$ cat src/dio_supervisor_cfg.svh
// Constants of the I/O module supervisor: codes, field positions and timing.
`ifndef DIO_SUPERVISOR_CFG_SVH
`define DIO_SUPERVISOR_CFG_SVH
`define NCH          8
`define CNTW         16
`define FN_LED       8'h46
`define FN_ERR       8'hc6
`define SUB_SET      8'h80
`define SUB_GET      8'h81
`define EX_FUNC      8'h01
`define EX_ADDR      8'h02
`define EX_VAL       8'h03
`define OK_BYTE      8'h00
`define LED_IN_BIT   0
`define LED_OUT_BIT  1
`define LED_USED     8'h03
`define FMT_EDGE_BIT 7
`define INIT_ID      8'h00
`define INIT_BAUD    18'd9600
`define RESP_MAX     7
`define CLK_HZ       250000000
`define HWD_UNIT_MS  100
`define MODWD_MS     500
`define FLASH_MS     250
`define MS_CYC(ms)   ((ms) * (`CLK_HZ / 1000))
`endif

$ cat src/dio_supervisor_pkg.sv
// Types shared by the supervisor modules.
package dio_supervisor_pkg;
   typedef enum logic [3:0] {
      CMD_SET_OUT, CMD_SET_TMO, CMD_HOST_OK, CMD_STAT_RST,
      CMD_RST_QUERY, CMD_CNT_READ, CMD_CNT_CLR, CMD_LAT_READ,
      CMD_LAT_CLR, CMD_SET_PON, CMD_SET_SAFE, CMD_CFG_READ,
      CMD_CFG_WRITE
   } cmd_e;
   typedef enum {RS_IDLE, RS_SEND} resp_e;
endpackage

$ cat src/chan_if.sv
// Signals between the supervisor core and the input channel block.
`timescale 1ns/1ps
`include "dio_supervisor_cfg.svh"
interface chan_if;
   logic                 edgeRise;
   logic [`NCH-1:0]      cntClr;
   logic [`NCH-1:0]      latClr;
   logic [`NCH-1:0]      level;
   logic [`NCH-1:0]      latch;
   logic [`CNTW-1:0]     cnt [`NCH];
   modport core (output edgeRise, cntClr, latClr, input level, latch, cnt);
   modport chan (input edgeRise, cntClr, latClr, output level, latch, cnt);
endinterface

$ cat src/dio_module_supervisor.sv
// Supervisor of a networked digital I/O module.
`timescale 1ns/1ps
`include "dio_supervisor_cfg.svh"
module dio_module_supervisor #(
   parameter int MODWD_CYC    = `MS_CYC(`MODWD_MS),
   parameter int HWD_UNIT_CYC = `MS_CYC(`HWD_UNIT_MS),
   parameter int FLASH_CYC    = `MS_CYC(`FLASH_MS)
) (
   input  wire logic                        clk,
   input  wire logic                        rst_b,
   input  wire logic                        initStrap_b,
   input  wire logic [`NCH-1:0]             din,
   input  wire logic                        aliveKick,
   input  wire logic [7:0]                  nvId,
   input  wire logic [17:0]                 nvBaud,
   input  wire logic                        nvChk,
   input  wire logic [`NCH-1:0]             nvPowerOn,
   input  wire logic [`NCH-1:0]             nvSafe,
   input  wire logic [7:0]                  dataFormatField,
   input  wire logic                        reqValid,
   output      logic                        reqReady,
   input  wire logic [7:0]                  reqFunc,
   input  wire logic [7:0]                  reqSub,
   input  wire logic [7:0]                  reqData,
   output      logic                        respValid,
   input  wire logic                        respReady,
   output      logic [7:0]                  respByte,
   output      logic                        respLast,
   input  wire logic                        cmdValid,
   input  wire dio_supervisor_pkg::cmd_e    cmdCode,
   input  wire logic [2:0]                  cmdChan,
   input  wire logic [7:0]                  cmdData,
   input  wire logic [7:0]                  cmdId,
   output      logic                        ansValid,
   output      logic [15:0]                 ansData,
   output      logic                        cfgWrStrobe,
   output      logic [7:0]                  effId,
   output      logic [17:0]                 effBaud,
   output      logic                        effChk,
   output      logic                        initMode,
   output      logic [`NCH-1:0]             dout,
   output      logic [`NCH-1:0]             ledIn,
   output      logic [`NCH-1:0]             ledOut,
   output      logic                        hostTimeout,
   output      logic                        resetFlag,
   output      logic                        modWdBite
);
   chan_if ch ();

   logic                     coreRst_b;
   logic [31:0]              modWdCnt_reg;
   logic                     modWdBite_reg;
   logic                     st1_reg;
   logic                     st2_reg;
   logic                     st3_reg;
   logic [2:0]               strapWait_reg;
   logic                     initMode_reg;
   logic [7:0]               ledCfg_reg;
   logic [`NCH-1:0]          pon_reg;
   logic [`NCH-1:0]          safe_reg;
   logic [`NCH-1:0]          dout_reg;
   logic                     hwdArmed_reg;
   logic [7:0]               hwdLimit_reg;
   logic [31:0]              hwdTick_reg;
   logic [7:0]               hwdUnits_reg;
   logic                     hwdFlag_reg;
   logic                     hwdExpire;
   logic                     rstFlag_reg;
   logic                     ansValid_reg;
   logic [15:0]              ansData_reg;
   logic                     cfgWr_reg;
   logic [31:0]              flashCnt_reg;
   logic                     blink_reg;
   logic [7:0]               respBuf_reg [`RESP_MAX];
   logic [2:0]               respLen_reg;
   logic [2:0]               respIdx_reg;
   dio_supervisor_pkg::resp_e respState_reg;
   logic                     reqTake;
   logic                     cmdTake;

   // Checks whether a command is the given code.
   function automatic logic isCmd(input dio_supervisor_pkg::cmd_e c);
      isCmd = cmdValid && (cmdCode == c);
   endfunction

   // Core logic restarts on power-on and on a module watchdog bite.
   assign coreRst_b = rst_b && !modWdBite_reg;
   assign modWdBite = modWdBite_reg;

   // Module watchdog: the processor must kick it before the count runs out.
   always_ff @(posedge clk) begin
      if (!rst_b) begin
         modWdCnt_reg  <= '0;
         modWdBite_reg <= 1'b0;
      end else if (aliveKick || modWdBite_reg) begin
         modWdCnt_reg  <= '0;
         modWdBite_reg <= 1'b0;
      end else if (modWdCnt_reg == 32'(MODWD_CYC - 1)) begin
         modWdCnt_reg  <= '0;
         modWdBite_reg <= 1'b1;
      end else begin
         modWdCnt_reg  <= modWdCnt_reg + 32'd1;
      end
   end

   // Strap synchroniser and power-up capture; only a power-on reset re-reads it.
   // The third stage holds its reset level until the third edge, so capture waits for the fourth.
   always_ff @(posedge clk) begin
      if (!rst_b) begin
         st1_reg       <= 1'b1;
         st2_reg       <= 1'b1;
         st3_reg       <= 1'b1;
         strapWait_reg <= '0;
         initMode_reg  <= 1'b0;
      end else begin
         st1_reg <= initStrap_b;
         st2_reg <= st1_reg;
         st3_reg <= st2_reg;
         if (strapWait_reg != 3'h4) begin
            strapWait_reg <= strapWait_reg + 3'h1;
            if (strapWait_reg == 3'h3 && st2_reg == st3_reg) begin
               initMode_reg <= !st3_reg;
            end
         end
      end
   end

   // Link settings: init mode overrides the stored ones.
   always_comb begin
      effId   = initMode_reg ? `INIT_ID : nvId;
      effBaud = initMode_reg ? `INIT_BAUD : nvBaud;
      effChk  = initMode_reg ? 1'b0 : nvChk;
   end
   assign initMode = initMode_reg;

   // Stored power-on and safe values survive a watchdog bite.
   always_ff @(posedge clk) begin
      if (!rst_b) begin
         pon_reg  <= nvPowerOn;
         safe_reg <= nvSafe;
      end else begin
         if (isCmd(dio_supervisor_pkg::CMD_SET_PON)) begin
            pon_reg <= cmdData;
         end
         if (isCmd(dio_supervisor_pkg::CMD_SET_SAFE)) begin
            safe_reg <= cmdData;
         end
      end
   end

   // Host watchdog: one tick per unit, timeout after the programmed units.
   assign hwdExpire = hwdArmed_reg && !hwdFlag_reg
                      && hwdTick_reg == 32'(HWD_UNIT_CYC - 1)
                      && hwdUnits_reg == hwdLimit_reg - 8'h01;
   always_ff @(posedge clk) begin
      if (!coreRst_b) begin
         hwdArmed_reg <= 1'b0;
         hwdLimit_reg <= '0;
         hwdTick_reg  <= '0;
         hwdUnits_reg <= '0;
      end else begin
         if (isCmd(dio_supervisor_pkg::CMD_SET_TMO)) begin
            hwdArmed_reg <= cmdData != 8'h00;
            hwdLimit_reg <= cmdData;
         end
         if (isCmd(dio_supervisor_pkg::CMD_HOST_OK) || isCmd(dio_supervisor_pkg::CMD_SET_TMO)
             || !hwdArmed_reg || hwdFlag_reg) begin
            hwdTick_reg  <= '0;
            hwdUnits_reg <= '0;
         end else if (hwdTick_reg == 32'(HWD_UNIT_CYC - 1)) begin
            hwdTick_reg  <= '0;
            hwdUnits_reg <= hwdUnits_reg + 8'h01;
         end else begin
            hwdTick_reg <= hwdTick_reg + 32'd1;
         end
      end
   end

   // Timeout flag: expiry wins over a status reset in the same cycle.
   always_ff @(posedge clk) begin
      if (!coreRst_b) begin
         hwdFlag_reg <= 1'b0;
      end else if (hwdExpire) begin
         hwdFlag_reg <= 1'b1;
      end else if (isCmd(dio_supervisor_pkg::CMD_STAT_RST)) begin
         hwdFlag_reg <= 1'b0;
      end
   end
   assign hostTimeout = hwdFlag_reg;

   // Outputs: power-on value at reset, safe value on timeout, commands otherwise.
   always_ff @(posedge clk) begin
      if (!coreRst_b) begin
         dout_reg <= pon_reg;
      end else if (hwdExpire) begin
         dout_reg <= safe_reg;
      end else if (isCmd(dio_supervisor_pkg::CMD_SET_OUT) && !hwdFlag_reg) begin
         dout_reg <= cmdData;
      end
   end
   assign dout = dout_reg;

   // Reset status flag, cleared after the first query answer.
   always_ff @(posedge clk) begin
      if (!coreRst_b) begin
         rstFlag_reg <= 1'b1;
      end else if (isCmd(dio_supervisor_pkg::CMD_RST_QUERY)) begin
         rstFlag_reg <= 1'b0;
      end
   end
   assign resetFlag = rstFlag_reg;

   // Indicator blink time base.
   always_ff @(posedge clk) begin
      if (!coreRst_b) begin
         flashCnt_reg <= '0;
         blink_reg    <= 1'b0;
      end else if (flashCnt_reg == 32'(FLASH_CYC - 1)) begin
         flashCnt_reg <= '0;
         blink_reg    <= !blink_reg;
      end else begin
         flashCnt_reg <= flashCnt_reg + 32'd1;
      end
   end

   // Indicators follow activity and polarity; the output indicators flash after a timeout.
   always_comb begin
      for (int i = 0; i < `NCH; i++) begin
         ledOut[i] = hwdFlag_reg ? blink_reg
                   : (ledCfg_reg[`LED_OUT_BIT] ? dout_reg[i] : !dout_reg[i]);
         ledIn[i]  = ledCfg_reg[`LED_IN_BIT] ? ch.level[i] : !ch.level[i];
      end
   end

   // Channel controls: clears from host commands, counted edge from the data format field.
   assign cmdTake     = cmdValid;
   assign ch.edgeRise = dataFormatField[`FMT_EDGE_BIT];
   always_comb begin
      ch.cntClr = '0;
      ch.latClr = '0;
      if (isCmd(dio_supervisor_pkg::CMD_CNT_CLR)) begin
         ch.cntClr[cmdChan] = 1'b1;
      end
      if (isCmd(dio_supervisor_pkg::CMD_LAT_CLR)) begin
         ch.latClr[cmdChan] = 1'b1;
      end
   end

   din_channels u_chan (
      .clk   (clk),
      .rst_b (coreRst_b),
      .din   (din),
      .ch    (ch)
   );

   // One-cycle answers to query commands.
   always_ff @(posedge clk) begin
      if (!coreRst_b) begin
         ansValid_reg <= 1'b0;
         ansData_reg  <= '0;
         cfgWr_reg    <= 1'b0;
      end else begin
         ansValid_reg <= 1'b0;
         cfgWr_reg    <= isCmd(dio_supervisor_pkg::CMD_CFG_WRITE)
                         && initMode_reg && cmdId == `INIT_ID;
         if (cmdTake) begin
            unique case (cmdCode)
               dio_supervisor_pkg::CMD_RST_QUERY: begin
                  ansValid_reg <= 1'b1;
                  ansData_reg  <= {15'h0000, rstFlag_reg};
               end
               dio_supervisor_pkg::CMD_CNT_READ: begin
                  ansValid_reg <= 1'b1;
                  ansData_reg  <= ch.cnt[cmdChan];
               end
               dio_supervisor_pkg::CMD_LAT_READ: begin
                  ansValid_reg <= 1'b1;
                  ansData_reg  <= {8'h00, ch.latch};
               end
               dio_supervisor_pkg::CMD_CFG_READ: begin
                  ansValid_reg <= 1'b1;
                  ansData_reg  <= {nvId, 7'h00, nvChk};
               end
               default: begin
                  ansValid_reg <= 1'b0;
               end
            endcase
         end
      end
   end
   assign ansValid    = ansValid_reg;
   assign ansData     = ansData_reg;
   assign cfgWrStrobe = cfgWr_reg;

   // LED configuration requests are taken while no reply is pending.
   assign reqReady = respState_reg == dio_supervisor_pkg::RS_IDLE;
   assign reqTake  = reqValid && reqReady;

   // Builds the reply bytes and the stored LED configuration.
   always_ff @(posedge clk) begin
      if (!coreRst_b) begin
         ledCfg_reg  <= '0;
         respLen_reg <= '0;
         for (int i = 0; i < `RESP_MAX; i++) begin
            respBuf_reg[i] <= '0;
         end
      end else if (reqTake) begin
         respBuf_reg[0] <= effId;
         respBuf_reg[1] <= `FN_ERR;
         respBuf_reg[2] <= `EX_FUNC;
         respLen_reg    <= 3'd3;
         if (reqFunc == `FN_LED && reqSub == `SUB_GET) begin
            respBuf_reg[1] <= `FN_LED;
            respBuf_reg[2] <= `SUB_GET;
            respBuf_reg[3] <= ledCfg_reg;
            respLen_reg    <= 3'd4;
         end else if (reqFunc == `FN_LED && reqSub == `SUB_SET) begin
            if ((reqData & ~`LED_USED) != 8'h00) begin
               respBuf_reg[2] <= `EX_VAL;
            end else begin
               ledCfg_reg     <= reqData;
               respBuf_reg[1] <= `FN_LED;
               respBuf_reg[2] <= `SUB_SET;
               for (int i = 3; i < `RESP_MAX; i++) begin
                  respBuf_reg[i] <= `OK_BYTE;
               end
               respLen_reg <= 3'd7;
            end
         end
      end
   end

   // Reply sender: one byte per accepted beat.
   always_ff @(posedge clk) begin
      if (!coreRst_b) begin
         respState_reg <= dio_supervisor_pkg::RS_IDLE;
         respIdx_reg   <= '0;
      end else begin
         unique case (respState_reg)
            dio_supervisor_pkg::RS_IDLE: begin
               respIdx_reg <= '0;
               if (reqTake) begin
                  respState_reg <= dio_supervisor_pkg::RS_SEND;
               end
            end
            dio_supervisor_pkg::RS_SEND: begin
               if (respReady && respLast) begin
                  respState_reg <= dio_supervisor_pkg::RS_IDLE;
               end else if (respReady) begin
                  respIdx_reg <= respIdx_reg + 3'd1;
               end
            end
         endcase
      end
   end
   assign respValid = respState_reg == dio_supervisor_pkg::RS_SEND;
   assign respByte  = respBuf_reg[respIdx_reg];
   assign respLast  = respValid && (respIdx_reg == respLen_reg - 3'd1);

   a_get_reply: assert property (@(posedge clk) disable iff (!coreRst_b)
      reqTake && reqFunc == `FN_LED && reqSub == `SUB_GET
      |=> respValid && respByte == effId ##0 respLen_reg == 3'd4)
      else $error("LED read reply has the wrong shape.");

   a_out_polarity: assert property (@(posedge clk) disable iff (!coreRst_b)
      !hwdFlag_reg |-> ledOut[0] == (ledCfg_reg[`LED_OUT_BIT] ~^ dout_reg[0]))
      else $error("Output indicator polarity is wrong.");

   a_in_polarity: assert property (@(posedge clk) disable iff (!coreRst_b)
      ledIn[0] == (ledCfg_reg[`LED_IN_BIT] ~^ ch.level[0]))
      else $error("Input indicator polarity is wrong.");

   a_err_reply: assert property (@(posedge clk) disable iff (!coreRst_b)
      reqTake && reqFunc != `FN_LED
      |=> respBuf_reg[1] == `FN_ERR && respBuf_reg[2] == `EX_FUNC && respLen_reg == 3'd3)
      else $error("Bad function did not give the error reply.");

   a_set_store: assert property (@(posedge clk) disable iff (!coreRst_b)
      reqTake && reqFunc == `FN_LED && reqSub == `SUB_SET && reqData[7:2] == 6'h00
      |=> ledCfg_reg == $past(reqData) && respLen_reg == 3'd7 && respBuf_reg[3] == `OK_BYTE)
      else $error("LED configuration write not stored.");

   a_init_link: assert property (@(posedge clk) disable iff (!rst_b)
      initMode_reg |-> effId == `INIT_ID && effBaud == `INIT_BAUD && !effChk)
      else $error("Init mode link settings are wrong.");

   a_init_hold: assert property (@(posedge clk) disable iff (!rst_b)
      strapWait_reg == 3'h4 |=> $stable(initMode_reg))
      else $error("Init mode changed without a power cycle.");

   a_safe_out: assert property (@(posedge clk) disable iff (!coreRst_b)
      hwdExpire |=> hwdFlag_reg && dout_reg == $past(safe_reg) ##1 dout_reg == $past(dout_reg))
      else $error("Timeout did not force safe outputs.");

   a_wd_bite: assert property (@(posedge clk) disable iff (!rst_b)
      modWdBite_reg |=> rstFlag_reg && dout_reg == pon_reg)
      else $error("Watchdog bite did not restart the module.");

   a_flag_clear: assert property (@(posedge clk) disable iff (!coreRst_b)
      isCmd(dio_supervisor_pkg::CMD_RST_QUERY) |=> ansValid_reg && !rstFlag_reg)
      else $error("Reset flag not answered and cleared.");
endmodule

$ cat src/din_channels.sv
// Input channels: pin synchroniser, edge counter and pulse latch each.
`timescale 1ns/1ps
`include "dio_supervisor_cfg.svh"
module din_channels (
   input  wire logic            clk,
   input  wire logic            rst_b,
   input  wire logic [`NCH-1:0] din,
   chan_if.chan                 ch
);
   // Picks the counted edge from the old and new filtered level.
   function automatic logic edgeHit(input logic rise, input logic old, input logic cur);
      edgeHit = rise ? (!old && cur) : (old && !cur);
   endfunction

   logic [`NCH-1:0] s1_reg;
   logic [`NCH-1:0] s2_reg;
   logic [`NCH-1:0] s3_reg;
   logic [`NCH-1:0] filt_reg;
   logic [`NCH-1:0] hit;

   // Three-stage synchroniser; the level moves only when stages two and three agree.
   always_ff @(posedge clk) begin
      if (!rst_b) begin
         s1_reg   <= '0;
         s2_reg   <= '0;
         s3_reg   <= '0;
         filt_reg <= '0;
      end else begin
         s1_reg <= din;
         s2_reg <= s1_reg;
         s3_reg <= s2_reg;
         for (int i = 0; i < `NCH; i++) begin
            if (s2_reg[i] == s3_reg[i]) begin
               filt_reg[i] <= s3_reg[i];
            end
         end
      end
   end

   assign ch.level = filt_reg;

   // Edge strobe per channel from the filtered level and the current edge choice.
   always_comb begin
      for (int i = 0; i < `NCH; i++) begin
         hit[i] = edgeHit(ch.edgeRise, filt_reg[i], s3_reg[i]) && (s2_reg[i] == s3_reg[i]);
      end
   end

   // Counters and latches; a pulse in the clear cycle is kept.
   always_ff @(posedge clk) begin
      if (!rst_b) begin
         ch.latch <= '0;
         for (int i = 0; i < `NCH; i++) begin
            ch.cnt[i] <= '0;
         end
      end else begin
         for (int i = 0; i < `NCH; i++) begin
            if (ch.cntClr[i]) begin
               ch.cnt[i] <= hit[i] ? `CNTW'(1) : '0;
            end else if (hit[i]) begin
               ch.cnt[i] <= ch.cnt[i] + `CNTW'(1);
            end
            if (hit[i]) begin
               ch.latch[i] <= 1'b1;
            end else if (ch.latClr[i]) begin
               ch.latch[i] <= 1'b0;
            end
         end
      end
   end

   // Count and latch checks repeated on every channel, so any pin that toggles is covered.
   for (genvar g = 0; g < `NCH; g++) begin : g_chk
      a_count_step: assert property (@(posedge clk) disable iff (!rst_b)
         hit[g] && !ch.cntClr[g] |=> ch.cnt[g] == $past(ch.cnt[g]) + `CNTW'(1))
         else $error("Channel count did not step on its edge.");

      a_latch_hold: assert property (@(posedge clk) disable iff (!rst_b)
         ch.latch[g] && !ch.latClr[g] |=> ch.latch[g])
         else $error("Pulse latch dropped without a clear.");
   end
endmodule

$ cat config.mk
export PLATFORM = sky130hd
export DESIGN_NAME = dio_module_supervisor
export DESIGN_NICKNAME = d
export VERILOG_FILES = /design/src/dio_supervisor_pkg.sv /design/src/chan_if.sv /design/src/dio_module_supervisor.sv /design/src/din_channels.sv
export VERILOG_INCLUDE_DIRS = /design/src
export SDC_FILE = /design/constraint.sdc
export NUM_CORES = 1
export LEC_CHECK = 0
export BUFFER_PORTS_ARGS = -buffer_cell sky130_fd_sc_hd__buf_2
export CAP_MARGIN = 5
export CORE_ASPECT_RATIO = 0.75
export CORE_UTILIZATION = 59
export DETAILED_ROUTE_END_ITERATION = 10
export PLACE_DENSITY_LB_ADDON = 0.08
export RECOVER_POWER = 25
export SYNTH_ARGS = -nofsm -noshare
export SYNTH_HDL_FRONTEND = slang
export SYNTH_HIERARCHICAL = 1
export SYNTH_SLANG_ARGS = --single-unit
$ cat constraint.sdc
create_clock -name clk -period 3.19 [get_ports clk]
set_clock_uncertainty 0.1 [all_clocks]
set_input_delay 0.4785 -clock clk [delete_from_list [all_inputs] [get_ports clk]]
set_output_delay 0.4785 -clock clk [all_outputs]
set_load 0.01 [all_outputs]
-- Word-level counts from Yosys, hierarchy flattened
Memories as Yosys holds them, arrays and structs flattened. A register that Yosys moved wholly into a read port is not among the register bits.
Index checks and enable logic that the tools add are counted.
- add/sub/neg operators: 16
- magnitude comparators: 3
- eq/ne operators: 40
- mux-type cells: 137
- bitwise operators: 18
- reductions and logical operators: 117
- operator list (kind ; number):
    $mux W16 ; 18
    $mux W8 ; 23
    $add A16 B1 Y16 const B ; 8
    $add A32 B1 Y32 const B ; 3
    $mux W1 ; 81
    $logic_not A32 Y1 ; 2
    $mux W32 ; 2
    $pmux W16 S4 ; 1
    $pmux W32 S2 ; 1
    $bmux W16 S3 ; 1
    $logic_and A1 B1 Y1 ; 48
    $reduce_bool A2 Y1 ; 17
    $eq A32 B1 Y1 const B ; 1
    $eq A32 B2 Y1 const B ; 1
    $eq A32 B25 Y1 const B ; 1
    $eq A32 B26 Y1 const B ; 1
    $eq A32 B27 Y1 const B ; 1
    $logic_not A1 Y1 ; 29
    $mux W3 ; 7
    $eq A4 B4 Y1 const B ; 5
    $mux W18 ; 1
    $eq A4 B3 Y1 const B ; 4
    $eq A8 B8 Y1 const B ; 2
    $reduce_bool A8 Y1 ; 2
    31 further kinds ; 71
- register bits: 380
- RAM bits: 56
- bits of input ports: 113
- output and inout bits: 84
- word-level logic and storage cells: 384
- memories: 1
- memories (memory ; words ; width ; read ports ; clocked after Yosys merged registers in ; write ports ; RTL line ; RTL):
    respBuf_reg ; 7 ; 8 ; 1 ; 1 ; 7 ; dio_module_supervisor.sv:74 ; logic [7:0] respBuf_reg [`RESP_MAX];

-- Longest topological paths before layout
Gate-level depths: netlist (run 1).
- word-level depth: 9
- depth in mapped cells: 11
- depth with buffers taken out: 8

-- Cells and area by module
The synthesis (run 1) kept the hierarchy.
- by module, submodules not included (module ; instances ; cells each ; area each (um^2) ; seq. area each (um^2)):
    dio_module_supervisor ; 1 ; 1212 ; 10563.9 ; 4524.3
    din_channels ; 1 ; 812 ; 7497.2 ; 3363.2

-- Least setup slack after synthesis (run 1)
Ideal clock, no wire load.
- kind: register -> register
- from: register hwdLimit_reg[0]
- to: register dout_reg[0] (netlist: dout[0]), enable pin
- library setup time: 0.329 ns
- data arrival time: 2.283 ns
- required time: 2.761 ns
- setup slack: 0.478 ns
- stages on the path, launching flop included: 12
- buffers on the path: 3
- period minus slack after synthesis: 2.712 ns
- cells stage by stage: dfxtp_1 -> clkbuf_1 -> inv_1 -> ha_1 -> clkbuf_1 -> nor2b_1 -> o31a_1 -> a22oi_2 -> and3_1 -> buf_2 -> nand2_1 -> nand2_1
- longest elaborated chain between the ends: 4
- ends and longest elaborated chain (element ; RTL line ; RTL):
    start, declared ; dio_module_supervisor.sv:63 ; logic [7:0] hwdLimit_reg;
    start signal, assigned ; dio_module_supervisor.sv:164 ; hwdLimit_reg <= cmdData;
    $sub A8 B1 Y8 ; dio_module_supervisor.sv:154 ; && hwdUnits_reg == hwdLimit_reg - 8'h01;
    $eq A8 B8 Y1 ; dio_module_supervisor.sv:154 ;
    $logic_and A1 B1 Y1 ; dio_module_supervisor.sv:154 ;
    $ne A3 B3 Y1 (no line) ; -- ;
    end signal, assigned ; dio_module_supervisor.sv:194 ; dout_reg <= pon_reg;
    end signal, assigned ; dio_module_supervisor.sv:196 ; dout_reg <= safe_reg;
    end signal, assigned ; dio_module_supervisor.sv:198 ; dout_reg <= cmdData;
    end, declared ; dio_module_supervisor.sv:61 ; logic [`NCH-1:0] dout_reg;
No other way between the ends.
A chain may end at the register's enable or synchronous reset.

-- Final worst setup path (run 1)
- from: register modWdBite_reg (netlist: modWdBite)
- to: register u_chan.ch.cnt[33]
- longest elaborated chain between the ends: 2
- ends and longest elaborated chain (element ; RTL line ; RTL):
    start, declared ; dio_module_supervisor.sv:52 ; logic modWdBite_reg;
    start signal, assigned ; dio_module_supervisor.sv:94 ; modWdBite_reg <= 1'b0;
    start signal, assigned ; dio_module_supervisor.sv:97 ; modWdBite_reg <= 1'b0;
    start signal, assigned ; dio_module_supervisor.sv:100 ; modWdBite_reg <= 1'b1;
    $logic_not A1 Y1 ; dio_module_supervisor.sv:87 ; assign coreRst_b = rst_b && !modWdBite_reg;
    $logic_and A1 B1 Y1 ; dio_module_supervisor.sv:87 ;
    end signal, assigned by index ; din_channels.sv:59 ; ch.cnt[i] <= hit[i] ? `CNTW'(1) : '0;
    end signal, assigned by index ; din_channels.sv:61 ; ch.cnt[i] <= ch.cnt[i] + `CNTW'(1);
    end, declared ; chan_if.sv:12 ; modport chan (input edgeRise, cntClr, latClr, output level, latch, cnt);
No other way between the ends.

==> metrics.cfg, run 1 <==
[run_status]
status=finished clean

[detailed_routing]
wl_microns=47700
drc_errors=0
wl_per_cell_microns=18.1
ant_nets=0
drtIter0Drc=1731
dr.pass1.iters=7
via_per_inst=6.04
num_vias=15900

[worst_setup_path]
critical_path.slowest_cell=inv_1
cp.arrival_ns=3.18
crit_chain=nand2b_2, inv_1, clkbuf_2, nand2b_1, a21oi_1
cpPeakStageDelay_ns=0.65
critPathCaptureType=register
criticalPathCategory=reg2reg
r2r_slack_ns=0.36
r2r_cells=5
regToRegEndpoint=u_chan/ch.cnt[33]
r2r_start=modWdBite
cpLargestDelayFamily=buffers and inverters
cp_num_buf_inv=2
critPathRequiredTime_ns=3.55
start_kind=register
cp_max_fo=37

[cells_and_area]
regArea_sq_um=7890
multiInputGateArea_sq_um=9600
layout_common_cells=dfxtp_1, nor2_1, buf_2, nand2_1, xor2_1
top_register=u_chan/ch.cnt
final_common_cell=dfxtp_1
fill_cells=2450
area_growth_pct=14.5
layout-drive-gt1-share_pct=13.7
fin_nets=2331
largest_reg_flops=128

[placed_design]
place_congestion=0.945
detailed_place_hpwl_microns=34500
dpl_worst_slack_ns=0.343
portBuffers=189

[timing]
fin_crit_ns=2.83
relSlewSlack_pct=14.4
setup_violations=0
whs_ns=0.0271
hold_viol_final=0
rsz0062_at_grt=no
finalSetupTns_ns=0
final-max-slew-violation-count=0
tightestPinTransition_ns=1.27
fin_crit_sh_pct=88.6
clock.fmax_mhz=354
setup_ws_ns=0.364

[min_path]
hold-path-cell-count=2
hp-class=in2reg
holdPathEnd=st1_reg
hold_start=initStrap_b

[grt]
grtUsageMet1_pct=42.4
grt_max_degree=52
antenna_found_initial=0
grt_usage_pct=29.6
busiest_layer=met2
overflow=0
grt_pass1_vias=14300
use_met2_pct=45.1
met3_usage_pct=5.98
grt_pass1_wl_microns=74700

[pwr]
power.switching_mw=2.28
ir_worst_vdd_v=0.000340
leakage_nw=7.52
finalPower_mw=10.2
comb_power_share_pct=5.8
p_int_mw=7.89
seqPwrFrac_pct=48.3
powerDensity_nw_per_um2=492
power_frac_clock_pct=45.9
p_sw_share_pct=22.4

[clock_tree]
cts_buffer_depth=3
clk_latency_ns=0.54
htree_levels=2
post_cts.repair.setup_buffers=0
clock-sinks=372
cts_resized=0
cts_buffers=38
cts_tree=built
cts_root_buffer=clkbuf_16
postCtsHoldBufs=1
clkTransAtPathRegs_ns=0.06

[yosys]
syn_inst=2024
yosys_warnings=6
synthDistinctLibCells=82
syn_area_sq_um=18100
syn_nets=2154
syn-mean-instance-area_sq_um=8.92
yosys.area.top_type=dfxtp_1
yosysSeqAreaShare_pct=43.7
synth_ff_type=dfxtp_1
async_flop_share_pct=0
synth_edf_count=44
yosysTopAreaCellShare_pct=36.4
synthTopCellsByArea=dfxtp_1, edfxtp_1, xor2_1
synth-seq-cells=372

[job]
cap_violations=0

[floorplan]
rows=55
die_w_microns=204
ios=197
dieArea_sq_um=31300
coreArea_sq_um=30100
initial_core_util_pct=59.9
die_h_microns=154

==> layer usage <==
layer  vias to the layer above  share of wire [%]
met5                         -                  0
met3                        80                7.9
met2                       560                 44
met1                      7561                 46
met4                         0                2.4
li1                       7679                  -
==> cells by family (layout without fill, tap and decap cells) <==
group / count (synthesis) / after routing / share of synthesized area (%)
and+or+nand+nor: 881 / 881 / 27.2
AOI/OAI and AO/OA: 433 / 433 / 15.8
DFF: 372 / 372 / 43.7
xor gates and xnor gates: 174 / 174 / 8.44
buffers and inverters: 139 / 344 / 3.21
adders and majority gates: 17 / 17 / 1.18
muxes: 8 / 8 / 0.513
other: 0 / 1 / 0
==> metrics by stage <==
stage	cells	area (sq um)	utilization (%)
finish	2629	20700	68.6
global route	2628	20700	68.6
CTS	2628	20700	68.7
detailed placement	2559	19400	64.4
global placement	2559	19400	64.4
floorplan	2024	18100	-
==> power groups by stage <==
stage,sequential [mW],clock (mW),combinational [mW]
after floorplan,5.00,0,0.347
after global placement,5.00,0,0.579
after detailed placement,5.01,0,0.594
after CTS,4.90,4.74,0.599
after global routing,4.91,4.94,0.657
final,4.90,4.66,0.594
==> cell type report <==
cell class / instances / share of cell area [%]
tap: 399 / 2.41
clock buffer: 54 / 5.34
clock inverter: 14 / 0.968
timing repair buffer: 229 / 5.80
inverter: 47 / 0.853
antenna: 1 / 0.0121
multi-input combinational: 1513 / 46.5
sequential: 372 / 38.2
==> worst max path at each step <==
stage / slack, ns / startpoint / end / cells after the start
finish: 0.36 / modWdBite / u_chan/ch.cnt[33] / 5
global route: 0.13 / modWdBite / u_chan/ch.cnt[12] / 5
CTS: 0.45 / hwdLimit_reg[0] / dout[0] / 8
detailed placement: 0.34 / cmdCode[1] / u_chan/ch.cnt[60] / 8
global placement: 0.44 / cmdCode[1] / u_chan/ch.cnt[62] / 8
floorplan: 0.48 / hwdLimit_reg[0] / dout[0] / 11
==> cells in the mapped netlist, types with 21 or more instances <==
cell type / count
o31ai_1: 21
nor3_1: 27
and4_1: 23
a21oi_1: 96
nand2b_1: 29
edfxtp_1: 44
nand3_1: 83
clkbuf_1: 62
a211oi_1: 21
nand4_1: 56
xor2_1: 106
o21ai_0: 100
xnor2_1: 68
or3_1: 48
a22oi_1: 81
and3_1: 35
inv_1: 46
nor2b_1: 52
dfxtp_1: 328
nor2_1: 220
nand2_1: 141
and2_1: 71
Note: power is estimated with default switching activity, not from simulation.
==> inputs of run 2 (changes only) <==
- PLACE_DENSITY: not set -> 0.76
- PLACE_DENSITY_LB_ADDON: 0.08 -> not set
- clock period: 3.19 -> 2.7 ns (I/O delays scaled with it)
==> run 2 against run 1 <==
Total power is 19% higher. Worst hold slack worse by 0.012 ns. Via count is 0.13% higher. Cell area is 1.5% higher. First-iteration DRC count is 17% lower. Clock power is 19% higher. Core utilization is 1.0 points higher. Worst setup slack worse by 0.16 ns.
==> metrics.cfg, run 2 (synthesized netlist as in run 1, its figures left out) <==
[cells_and_area]
fill_cells=2387  ; was 2450
layout-drive-gt1-share_pct=14.6  ; was 13.7%
final_common_cell=dfxtp_1  ; unchanged
largest_reg_flops=128  ; unchanged
area_growth_pct=16.1  ; was 14.5%
fin_nets=2369  ; was 2331
top_register=u_chan/ch.cnt  ; unchanged
diodes=0  ; was 1
layout_common_cells=dfxtp_1, nor2_1, buf_2, nand2_1, xor2_1  ; unchanged
final_area_sq_um=21000  ; was 20700 sq um

[run_status]
status=finished clean  ; unchanged

[clock_tree]
post_cts.repair.setup_buffers=0  ; unchanged
clock-sinks=372  ; unchanged
clk_latency_ns=0.53  ; was 0.54 ns
htree_levels=2  ; unchanged
cts_root_buffer=clkbuf_16  ; unchanged
cts_tree=built  ; unchanged
cts_buffers=40  ; was 38
clkTransAtPathRegs_ns=0.06  ; about the same
cts_buffer_depth=3  ; unchanged

[grt]
grt_pass1_vias=14500  ; was 14300
grt_usage_pct=29.9  ; was 29.6%
overflow=0  ; unchanged
antenna_found_initial=1  ; was 0
grt_pass1_wl_microns=75400  ; was 74700 microns
grt_max_degree=52  ; unchanged

[placed_design]
detailed_place_hpwl_microns=34600  ; was 34500 microns
portBuffers=189  ; unchanged
dpl_cell_area_sq_um=19600  ; was 19400 sq um
place_congestion=0.978  ; was 0.945

[pwr]
p_sw_share_pct=22.1  ; was 22.4%
leakage_nw=7.69  ; was 7.52 nW
seqPwrFrac_pct=48.0  ; was 48.3%
p_int_mw=9.39  ; was 7.89 mW
ir_worst_vdd_v=0.000443  ; was 0.000340 V
power.switching_mw=2.67  ; was 2.28 mW
comb_power_share_pct=6.0  ; was 5.8%
power_frac_clock_pct=46.0  ; was 45.9%
powerDensity_nw_per_um2=575  ; was 492 nW/um^2

[min_path]
hp-class=in2reg  ; unchanged

[detailed_routing]
wl_per_cell_microns=17.9  ; was 18.1 microns
num_vias=15900  ; about the same
via_per_inst=5.97  ; was 6.04
wl_microns=47700  ; about the same
drtIter0Drc=1445  ; was 1731
dr.pass1.iters=6  ; was 7
drc_errors=0  ; unchanged
ant_nets=0  ; unchanged

[worst_setup_path]
r2r_slack_ns=0.21  ; was 0.36 ns
critPathCaptureType=output port  ; was register
regToRegEndpoint=u_chan/ch.cnt[46]  ; was u_chan/ch.cnt[33]
setup.worst_path.start=hostTimeout  ; was modWdBite
cp_max_fo=12  ; was 37
crit_end=ledOut[5]  ; was u_chan/ch.cnt[33]
critPathRequiredTime_ns=2.19  ; was 3.55 ns
r2r_start=modWdBite  ; unchanged
r2r_cells=5  ; unchanged
cp.arrival_ns=1.99  ; was 3.18 ns
start_kind=register  ; unchanged
criticalPathCategory=reg2out  ; was reg2reg

[floorplan]
die_w_microns=204  ; unchanged
ios=197  ; unchanged
dieArea_sq_um=31300  ; unchanged
initial_core_util_pct=59.9  ; unchanged
coreArea_sq_um=30100  ; unchanged
die_h_microns=154  ; unchanged
rows=55  ; unchanged

[timing]
finalSetupTns_ns=0  ; unchanged
rsz0062_at_grt=no  ; unchanged
relSlewSlack_pct=21.2  ; was 14.4%
tightestPinTransition_ns=1.18  ; was 1.27 ns
final-max-slew-violation-count=0  ; unchanged
hold_viol_final=0  ; unchanged
setup_violations=0  ; unchanged
fin_crit_ns=2.49
clock.fmax_mhz=401
fin_crit_sh_pct=92.3

[job]
cap_violations=0  ; unchanged

[run 2: changes by cell type in the layout (fill, tap and decap cells not counted), moves of 4 or more]
cell / delta
clkbuf_8: +5
and2_1: -4
and2_0: +4
dlygate4sd3_1: +9
buf_4: +21
[run 2: how the worst min path moves through the flow]
stage,startpoint,to,slack [ns],cells after the start
2_1_floorplan,st1_reg,st2_reg,0.29,1
4_1_cts,reqData[1],ledCfg_reg[1],0.001,3
3_3_place_gp,st1_reg,st2_reg,0.31,1
5_1_grt,aliveKick,modWdBite,0.02,2
6_report,reqData[1],ledCfg_reg[1],0.02,3
3_5_place_dp,st1_reg,st2_reg,0.31,1
[run 2: through the flow]
stage          hold WS (ns)  std cells  setup slack, ns  utilization, %  power (mW)
3_5_place_dp          0.307       2586           0.0761            65.1        6.62
4_1_cts             0.00102       2662           0.0497            69.9        12.2
6_report             0.0150       2662            0.208            69.6        12.1
5_1_grt              0.0210       2662            0.112            69.6        12.5
2_1_floorplan         0.286       2024           0.0130               -        6.31
3_3_place_gp          0.308       2586            0.211            65.1        6.60
[run 2: timing repair]
action,4_1_cts,5_1_grt
endpoints found under the hold margin,10,0
gates resized for setup,0,2
setup endpoints to repair,0,11
hold buffers,10,0
[run 2: area by class of cell]
cell class	count	area, sq um	share of cell area (%)
Multi-Input combinational cell	1513	9590	45.7
Sequential cell	372	7890	37.6
Timing Repair Buffer	265	1480	7.07
Clock buffer	57	1210	5.76
Tap cell	399	499	2.38
Inverter	47	176	0.841
Clock inverter	9	125	0.597
[run 2: power by group through the flow]
| stage | clock [mW] | sequential [mW] | combinational, mW |
|---|---|---|---|
| finish | 5.54 | 5.79 | 0.726 |
| CTS | 5.63 | 5.79 | 0.731 |
| global route | 5.89 | 5.80 | 0.801 |
| global placement | 0 | 5.90 | 0.698 |
| floorplan | 0 | 5.90 | 0.411 |
| detailed placement | 0 | 5.91 | 0.714 |
[run 2: worst max-delay path: stages, from the launching register on]
cell	delay (ns)
dfxtp_1	0.35
clkbuf_1	0.48
nand2_1	0.29
o21ai_0	0.17
buf_2	0.18
[run 2: routing by layer]
layer  GRT usage (%)  wire (microns)  up-vias
met5               0              10        -
met3            7.40            4090      101
li1                -               -     7743
met1            41.1           20900     7499
met4            9.77            1490        2
met2            46.2           21200      556
